--- src/ums_pkg.sv ---
/*
 * Shared constants and carrier types of the master-only SPI mode of the
 * serial port: mode encodings, frame length, field widths and the packed
 * configuration and status bundles.
 * Assumes it is compiled before every module that imports it.
 */
// Behaviour
// - Baud divisor resets to zero.
// - Transmit enable turns output pin into serial out.
// - Receive enable turns input pin into serial in.
// - Clock pin carries transfer clock whenever transmitter runs.
// - Only a data write starts a transfer.
// - Buffered byte moves to shifter when it frees.
// - On overflow keep old bytes, drop newest.
// - Receive, transmit and empty flags behave normally.
// - Frame, overrun and parity flags read zero.
// - Double buffered transmit, two-level receive buffer.
// - Polarity, phase, order act as standard SPI.
// - No collision detection; no double-speed control.
// - Master only, no slave-select function.
// - Mode field value three selects master SPI.
// - Eight-bit frames, selectable order, idle line high.
// - Clock rate is system clock over 2(divisor+1).
// - Phase zero samples leading edge; other edge changes.
`default_nettype none
package ums_pkg;

   // ---------------------------------------------------------------------
   // Widths and encodings
   // ---------------------------------------------------------------------
   localparam int          UMS_DATA_W     = 8;
   localparam int          UMS_BAUD_W     = 12;
   localparam int          UMS_RX_DEPTH   = 2;
   localparam logic [1:0]  UMS_MODE_SPI   = 2'h3;
   localparam logic [11:0] UMS_BAUD_RESET = 12'h000;
   localparam logic [4:0]  UMS_LAST_EDGE  = 5'h0f;   // Sixteen edges per frame.
   localparam logic        UMS_IDLE_LINE  = 1'h1;

   // Configuration bits that software holds in its control registers.
   typedef struct packed {
      logic [1:0] mode_select_field;
      logic       tx_enable;
      logic       rx_enable;
      logic       bit_order_bit;   // One sends the least significant bit first.
      logic       clock_phase;
      logic       clock_polarity;
      logic       rx_irq_enable;
      logic       tx_irq_enable;
      logic       empty_irq_enable;
   } ums_cfg_type;

   // Status flags as software reads them.
   typedef struct packed {
      logic receive_complete_flag;
      logic transmit_complete_flag;
      logic buffer_empty_flag;
      logic framing_error_flag;
      logic overrun_error_flag;
      logic parity_error_flag;
   } ums_status_type;

endpackage
`default_nettype wire

--- src/ums_master_spi.sv ---
/*
 * Master SPI mode of the serial port: transmit buffer and shifter, receive
 * shifter feeding a two-level queue, baud generator and pin overrides.
 * Assumes control bits come from registers on clk_i and that the serial
 * input pin is asynchronous to clk_i.
 */
`timescale 1ns/1ps
`default_nettype none
module ums_master_spi
   import ums_pkg::*;
(
   input  wire logic                  clk_i,
   input  wire logic                  resetn_i,
   input  wire ums_cfg_type           cfg_i,
   input  wire logic                  baud_wr_i,
   input  wire logic [UMS_BAUD_W-1:0] baud_wdata_i,
   input  wire logic                  data_wr_i,
   input  wire logic [UMS_DATA_W-1:0] data_wdata_i,
   input  wire logic                  data_rd_i,
   input  wire logic                  tx_complete_clear_i,
   input  wire logic                  serial_in_pin_i,
   output logic      [UMS_BAUD_W-1:0] baud_divisor_o,
   output logic      [UMS_DATA_W-1:0] data_rdata_o,
   output ums_status_type             status_o,
   output logic                       rx_irq_o,
   output logic                       tx_irq_o,
   output logic                       empty_irq_o,
   output logic                       serial_out_pin_o,
   output logic                       serial_out_pin_oe_o,
   output logic                       serial_clock_o,
   output logic                       serial_clock_oe_o,
   output logic                       serial_in_override_o
);

   // ---------------------------------------------------------------------
   // State
   // ---------------------------------------------------------------------
   logic [UMS_BAUD_W-1:0] baud_divisor;
   logic [UMS_BAUD_W-1:0] baud_cnt;
   logic [UMS_DATA_W-1:0] tx_buf;
   logic                  tx_buf_full;
   logic [UMS_DATA_W-1:0] tx_shift;
   logic [UMS_DATA_W-1:0] rx_shift;
   logic [4:0]            edge_cnt;
   logic                  busy;
   logic                  sck;
   logic                  mosi;
   logic                  tx_complete;
   logic                  in_meta;
   logic                  in_sync;

   // ---------------------------------------------------------------------
   // Decode
   // ---------------------------------------------------------------------
   wire spi_mode   = (cfg_i.mode_select_field == UMS_MODE_SPI);
   // The transmitter stays alive after disable until queued work drains.
   wire tx_active  = spi_mode && (cfg_i.tx_enable || busy || tx_buf_full);
   wire rx_active  = spi_mode && cfg_i.rx_enable;
   wire tick       = busy && (baud_cnt == '0);
   wire lead_edge  = tick && !edge_cnt[0];
   wire trail_edge = tick && edge_cnt[0];
   wire last_edge  = tick && (edge_cnt == UMS_LAST_EDGE);
   wire load_frame = spi_mode && !busy && tx_buf_full;
   wire sample_now = cfg_i.clock_phase ? trail_edge : lead_edge;
   wire change_now = cfg_i.clock_phase ? lead_edge : trail_edge;
   wire lsb_first  = cfg_i.bit_order_bit;
   wire tx_take    = data_wr_i && cfg_i.tx_enable && spi_mode && !tx_buf_full;

   // Next receive word: the incoming bit enters at the end the order sets.
   wire [UMS_DATA_W-1:0] rx_shifted = lsb_first ? {in_sync, rx_shift[UMS_DATA_W-1:1]}
                                                : {rx_shift[UMS_DATA_W-2:0], in_sync};
   wire [UMS_DATA_W-1:0] next_rx     = sample_now ? rx_shifted : rx_shift;
   // Next transmit word and the bit that leaves first.
   wire [UMS_DATA_W-1:0] tx_advanced = lsb_first ? {1'h0, tx_shift[UMS_DATA_W-1:1]}
                                                 : {tx_shift[UMS_DATA_W-2:0], 1'h0};
   wire first_bit_buf = lsb_first ? tx_buf[0] : tx_buf[UMS_DATA_W-1];
   wire next_bit_tx   = lsb_first ? tx_advanced[0] : tx_advanced[UMS_DATA_W-1];

   wire [UMS_DATA_W-1:0] rx_head;
   wire                  rx_empty;
   wire                  frame_push = last_edge && rx_active;

   // ---------------------------------------------------------------------
   // Serial input synchroniser
   // ---------------------------------------------------------------------
   // Two flops guard against metastability; the cost is two cycles of lag,
   // which limits how fast a slave may answer at the smallest divisors.
   always_ff @(posedge clk_i or negedge resetn_i) begin
      if (!resetn_i) begin
         in_meta <= 1'h0;
         in_sync <= 1'h0;
      end else begin
         in_meta <= serial_in_pin_i;
         in_sync <= in_meta;
      end
   end

   // ---------------------------------------------------------------------
   // Baud divisor and edge generator
   // ---------------------------------------------------------------------
   // The divisor clears at reset so an early write starts the clock at once.
   always_ff @(posedge clk_i or negedge resetn_i) begin
      if (!resetn_i) begin
         baud_divisor <= UMS_BAUD_RESET;
      end else if (baud_wr_i) begin
         baud_divisor <= baud_wdata_i;
      end
   end

   // One edge every divisor+1 cycles gives a rate of clk over 2(divisor+1).
   always_ff @(posedge clk_i or negedge resetn_i) begin
      if (!resetn_i) begin
         baud_cnt <= '0;
      end else if (load_frame || tick || baud_wr_i) begin
         baud_cnt <= baud_wr_i ? baud_wdata_i : baud_divisor;
      end else if (busy) begin
         baud_cnt <= baud_cnt - 12'h001;
      end
   end

   // ---------------------------------------------------------------------
   // Transmit buffer
   // ---------------------------------------------------------------------
   // A write into a full buffer is dropped with no collision flag.
   always_ff @(posedge clk_i or negedge resetn_i) begin
      if (!resetn_i) begin
         tx_buf      <= '0;
         tx_buf_full <= 1'h0;
      end else if (tx_take) begin
         tx_buf      <= data_wdata_i;
         tx_buf_full <= 1'h1;
      end else if (load_frame) begin
         tx_buf_full <= 1'h0;
      end
   end

   // ---------------------------------------------------------------------
   // Frame engine
   // ---------------------------------------------------------------------
   // Sixteen clock edges make one eight-bit frame; edges alternate leading
   // and trailing starting with a leading one.
   always_ff @(posedge clk_i or negedge resetn_i) begin
      if (!resetn_i) begin
         busy     <= 1'h0;
         edge_cnt <= '0;
         sck      <= 1'h0;
         tx_shift <= '0;
         rx_shift <= '0;
         mosi     <= UMS_IDLE_LINE;
      end else if (load_frame) begin
         busy     <= 1'h1;
         edge_cnt <= '0;
         sck      <= cfg_i.clock_polarity;
         tx_shift <= tx_buf;
         rx_shift <= '0;
         // Phase zero puts the first bit out before the leading edge.
         mosi     <= cfg_i.clock_phase ? mosi : first_bit_buf;
      end else if (tick) begin
         sck      <= ~sck;
         edge_cnt <= edge_cnt + 5'h01;
         rx_shift <= next_rx;
         if (change_now && !(cfg_i.clock_phase && edge_cnt == '0)) begin
            tx_shift <= tx_advanced;
            mosi     <= next_bit_tx;
         end else if (change_now) begin
            mosi     <= lsb_first ? tx_shift[0] : tx_shift[UMS_DATA_W-1];
         end
         if (last_edge) begin
            busy <= 1'h0;
            mosi <= UMS_IDLE_LINE;
         end
      end else if (!busy) begin
         sck  <= cfg_i.clock_polarity;
         mosi <= UMS_IDLE_LINE;
      end
   end

   // ---------------------------------------------------------------------
   // Transmit complete flag
   // ---------------------------------------------------------------------
   // A frame that ends in the clearing cycle still sets the flag.
   always_ff @(posedge clk_i or negedge resetn_i) begin
      if (!resetn_i) begin
         tx_complete <= 1'h0;
      end else if (last_edge && !tx_buf_full) begin
         tx_complete <= 1'h1;
      end else if (tx_complete_clear_i) begin
         tx_complete <= 1'h0;
      end
   end

   // ---------------------------------------------------------------------
   // Receive queue and read data
   // ---------------------------------------------------------------------
   ums_rx_fifo u_rx_fifo (
      .clk_i       (clk_i),
      .resetn_i    (resetn_i),
      .flush_i     (!rx_active),
      .push_i      (frame_push),
      .push_data_i (next_rx),
      .pop_i       (data_rd_i),
      .head_o      (rx_head),
      .empty_o     (rx_empty)
   );

   // The read answer is held in a flop; it reads zero when nothing waits.
   always_ff @(posedge clk_i or negedge resetn_i) begin
      if (!resetn_i) begin
         data_rdata_o <= '0;
      end else if (data_rd_i) begin
         data_rdata_o <= rx_empty ? '0 : rx_head;
      end
   end

   // ---------------------------------------------------------------------
   // Status, interrupts and pins
   // ---------------------------------------------------------------------
   assign baud_divisor_o                  = baud_divisor;
   assign status_o.receive_complete_flag  = !rx_empty;
   assign status_o.transmit_complete_flag = tx_complete;
   assign status_o.buffer_empty_flag      = !tx_buf_full;
   assign status_o.framing_error_flag     = 1'h0;
   assign status_o.overrun_error_flag     = 1'h0;
   assign status_o.parity_error_flag      = 1'h0;
   assign rx_irq_o             = cfg_i.rx_irq_enable && !rx_empty;
   assign tx_irq_o             = cfg_i.tx_irq_enable && tx_complete;
   assign empty_irq_o          = cfg_i.empty_irq_enable && !tx_buf_full;
   // Master only: the clock is driven whenever the transmitter is active and no select pin exists.
   assign serial_out_pin_o     = mosi;
   assign serial_out_pin_oe_o  = tx_active;
   assign serial_clock_o       = sck;
   assign serial_clock_oe_o    = tx_active;
   assign serial_in_override_o = rx_active;

endmodule
`default_nettype wire

--- src/ums_rx_fifo.sv ---
/*
 * Small receive queue holding completed bytes until software reads them.
 * Assumes a single clock; push and pop come from logic on that clock.
 */
`timescale 1ns/1ps
`default_nettype none
module ums_rx_fifo
   import ums_pkg::*;
(
   input  wire logic                  clk_i,
   input  wire logic                  resetn_i,
   input  wire logic                  flush_i,
   input  wire logic                  push_i,
   input  wire logic [UMS_DATA_W-1:0] push_data_i,
   input  wire logic                  pop_i,
   output logic      [UMS_DATA_W-1:0] head_o,
   output logic                       empty_o
);

   logic [UMS_DATA_W-1:0] mem [UMS_RX_DEPTH];
   logic [1:0]            count;
   logic                  rd_ptr;
   logic                  wr_ptr;
   wire                   full     = (count == 2'(UMS_RX_DEPTH));
   wire                   do_pop   = pop_i && (count != 2'h0);
   wire                   do_push  = push_i && !full;   // A byte into a full queue is lost.

   assign head_o  = mem[rd_ptr];
   assign empty_o = (count == 2'h0);

   // -------------------------------------------------------------------
   // Pointers and occupancy
   // -------------------------------------------------------------------
   // Flush wins over everything so a disabled receiver shows no data after its first disabled cycle.
   always_ff @(posedge clk_i or negedge resetn_i) begin
      if (!resetn_i) begin
         count  <= 2'h0;
         rd_ptr <= 1'h0;
         wr_ptr <= 1'h0;
      end else if (flush_i) begin
         count  <= 2'h0;
         rd_ptr <= 1'h0;
         wr_ptr <= 1'h0;
      end else begin
         if (do_push) wr_ptr <= ~wr_ptr;
         if (do_pop)  rd_ptr <= ~rd_ptr;
         count <= count + 2'(do_push) - 2'(do_pop);
      end
   end

   // Storage needs no reset; occupancy says which entries hold data.
   always_ff @(posedge clk_i) begin
      if (do_push) mem[wr_ptr] <= push_data_i;
   end

endmodule
`default_nettype wire

--- config.mk ---
export PLATFORM = sky130hd
export DESIGN_NAME = ums_master_spi
export DESIGN_NICKNAME = d
export VERILOG_FILES = /design/src/ums_pkg.sv /design/src/ums_master_spi.sv /design/src/ums_rx_fifo.sv
export SDC_FILE = /design/constraint.sdc
export NUM_CORES = 1
export LEC_CHECK = 0
export BUFFER_PORTS_ARGS = -buffer_cell sky130_fd_sc_hd__buf_2
export CAP_MARGIN = 10
export CORE_MARGIN = 1.5
export CORE_UTILIZATION = 51
export DETAILED_ROUTE_END_ITERATION = 6
export PLACE_DENSITY = 0.87
export SETUP_SLACK_MARGIN = 0.3
export SYNTH_ARGS = -nofsm -noshare
export SYNTH_HDL_FRONTEND = slang
export SYNTH_SLANG_ARGS = --single-unit
--- constraint.sdc ---
create_clock -name clk_i -period 2.6 [get_ports clk_i]
set_input_delay 0.39 -clock clk_i [delete_from_list [all_inputs] [get_ports clk_i]]
set_output_delay 0.39 -clock clk_i [all_outputs]
set_load 0.01 [all_outputs]
==> flow_metrics.env <==
export IMPL_die_area_sq_mm=0.008825
export IMPL_grt_pass1_vias=3097
export IMPL_crit_fanout=5
export IMPL_syn_area_sq_mm=0.004218
export IMPL_seq_area_frac_synth_pct=54.14
export IMPL_synthTopCellsByCount="71 x dfrtp_1, 33 x mux2_2, 29 x mux2i_1"
export IMPL_setup_violations=0
export IMPL_cp_slowest_cell="or4_4"
export IMPL_area_growth_pct=21.51
export IMPL_antenna_found_initial=1
export IMPL_stdcell_count=551
export IMPL_synth_top_area_share_pct=42.12
export IMPL_skew_ps=8.210
export IMPL_h_tree_depth=3
export IMPL_cts_buffers=9
export IMPL_post_route_period_util_pct=93.53
export IMPL_synth_edf_count=16
export IMPL_hold_viol_final=0
export IMPL_row_count=32
export IMPL_status="finished, final reports clean"
export IMPL_final_max_slew_viol_count=0
export IMPL_path_clk_slew_ps=90
export IMPL_grt_pass1_wl_mm=14.10
export IMPL_async_flop_share_pct=81.82
export IMPL_critPathArrivalTime_ps=2670
export IMPL_yosysTopAreaCell="dfrtp_1"
export IMPL_io_pins=71
export IMPL_place_area_sq_mm=0.004684
export IMPL_critical_path_class="reg2reg"
export IMPL_dr_first_iter_drc_count=137
export IMPL_timing_fmax_mhz=411.2
export IMPL_cts_path_max_buffers=2
export IMPL_ir_drop_v=0.0003657
export IMPL_dp_hpwl_mm=5.725
export IMPL_place_inst=519
export IMPL_ys_types=47
export IMPL_fin_area_sq_mm=0.005125
export IMPL_required_ps=2830
export IMPL_core_sq_mm=0.007848
export IMPL_hold_class="in2async"
export IMPL_grt_usage_pct=20.71
export IMPL_end_kind="register"
export IMPL_gr_total_overflow=0
export IMPL_drc=0
export IMPL_period_needed_ps=2432
export IMPL_diodes=0
export IMPL_rsz0062_at_grt="true"
export IMPL_critPathLaunchType="register"
export IMPL_drv_cap=0
export IMPL_routed_wl_mm=8.576
export IMPL_grt_max_degree=38
export IMPL_cts_sinks=88
export IMPL_io_buffer_count=67
export IMPL_cts_root_buf="clkbuf_8"
export IMPL_startpoint="baud_cnt[2]"
export IMPL_synth_seq_cells=88
export IMPL_vias=2980
export IMPL_viasPerCell=5.408
export IMPL_firstDrtPassIters=4
export IMPL_total_leakage_power_uw=0.002413
export IMPL_ys_warn_count=0
export IMPL_clk_latency_ps=360
export IMPL_maxSlewHeadroom_pct=44.75
export IMPL_gp_congestion=0.7913
export IMPL_power_density_mw_per_mm2=617.1
export IMPL_r2r_start="baud_cnt[2]"
export IMPL_initial_core_util_pct=53.75
export IMPL_drive_gt1_share_pct=36.97
export IMPL_synth_ff_type="dfrtp_1"
export IMPL_die_height_microns=93.94
export IMPL_die_w_microns=93.94
export IMPL_path_cells="or4_4, nor4_4, nand3_2, nor2_4, ha_4, xor2_2, xnor2_1, nor2_1"
export IMPL_postSynthCellCount=360
export IMPL_synthTopCellsByArea="dfrtp_1 42%, edfxtp_1 11%, mux2_2 8.8%"
export IMPL_wl_per_cell_microns=15.56
export IMPL_cpPeakStageDelay_ps=560
export IMPL_syn_avg_cell_area_sq_um=11.72
export IMPL_post_synth_top_count_cell="dfrtp_1"
export IMPL_cts_tree="yes"
export IMPL_final_nets=488
export IMPL_ant_nets=0
export IMPL_tns_ps=0
export IMPL_fillers=594
export IMPL_worst_pin_slew_ps=828.8
cells in the final DEF (no fill, tap or decap), types with 9 or more instances in the layout:
cell type	count
buf_2	67
mux2i_1	29
clkbuf_8	9
nand2_1	20
o21ai_0	19
inv_1	23
buf_4	17
nor2_1	19
nand3_1	11
mux2_2	27
dfrtp_1	70
edfxtp_1	16
xor2_1	14
cell type report:
cell class	count	area, sq um	share of cell area [%]
multi-input combinational	232	1847	36.04
timing repair buffer	90	556.8	10.86
clock inverter	6	73.82	1.440
sequential	88	2285	44.58
inverter	23	86.33	1.685
clock buffer	10	148.9	2.905
tap	102	127.6	2.490
sequential cells by signal, indices dropped and copies added, names as in the netlist, 2 cells and up:
register,flops
data_rdata_o,8
baud_divisor_o,12
rx_shift,8
tx_buf,8
baud_cnt,12
tx_shift,8
u_rx_fifo.count,2
u_rx_fifo.mem,16
edge_cnt,5
power breakdown:
group	switching [uW]	leakage, uW	internal, uW
sequential	109	0.00108	1530
combinational	223	0.00122	263
clock	522	0.000112	513
logic make-up (layout without fill, tap and decap cells):
family,Yosys count,in the layout,synth area share [%]
fa+ha+maj,7,7,2.076
buf+inv,43,129,4.924
mux,62,62,15.69
simple gates,93,94,12.55
xor+xnor,19,19,3.945
other cells,1,3,0.08891
compound gates,47,47,6.586
flops,88,88,54.14
worst paths after layout:
check                                     end  slack (ps)  cells past startpoint
max                        u_rx_fifo.count[1]         170                      8
min                           data_rdata_o[0]         120                      1
max reg2reg                u_rx_fifo.count[1]         170                      8
min reg2reg                           in_sync         350                      0
max in group asynchronous         baud_cnt[2]        1800                      2
min in group clk_i                    in_meta         130                      1
critical path, delay by kind of cell, from the launching register on:
family        cells  cell delay [ps]
flops             1              430
fa+ha+maj         1              170
xor+xnor          2              280
simple gates      5             1420
stage by stage:
step           hold WS (ps)  util [%]  total power (uW)  setup slack (ps)
2_1_floorplan         94.41         -              1948             177.9
3_3_place_gp          333.7     59.69              2081             260.0
3_5_place_dp          336.2     59.69              2105             141.7
4_1_cts               127.2     63.73              3152             273.6
5_1_grt               121.0     65.31              3301             68.70
6_report              118.5     65.31              3163             168.2
metal layers:
layer / share of wire (%) / GRT usage, %
met5: 0 / 0
met4: 2.3 / 8.831
met3: 5.8 / 5.259
met2: 51 / 35.63
met1: 40 / 24.53
timing repair:
item,CTS,global route
gates cloned,1,0
gates resized for setup,2,15
setup endpoints to repair,48,47
buffers inserted,7,8
hold buffers,0,0
pin swaps,5,9
No activity file was read; power rests on OpenSTA's default activity.
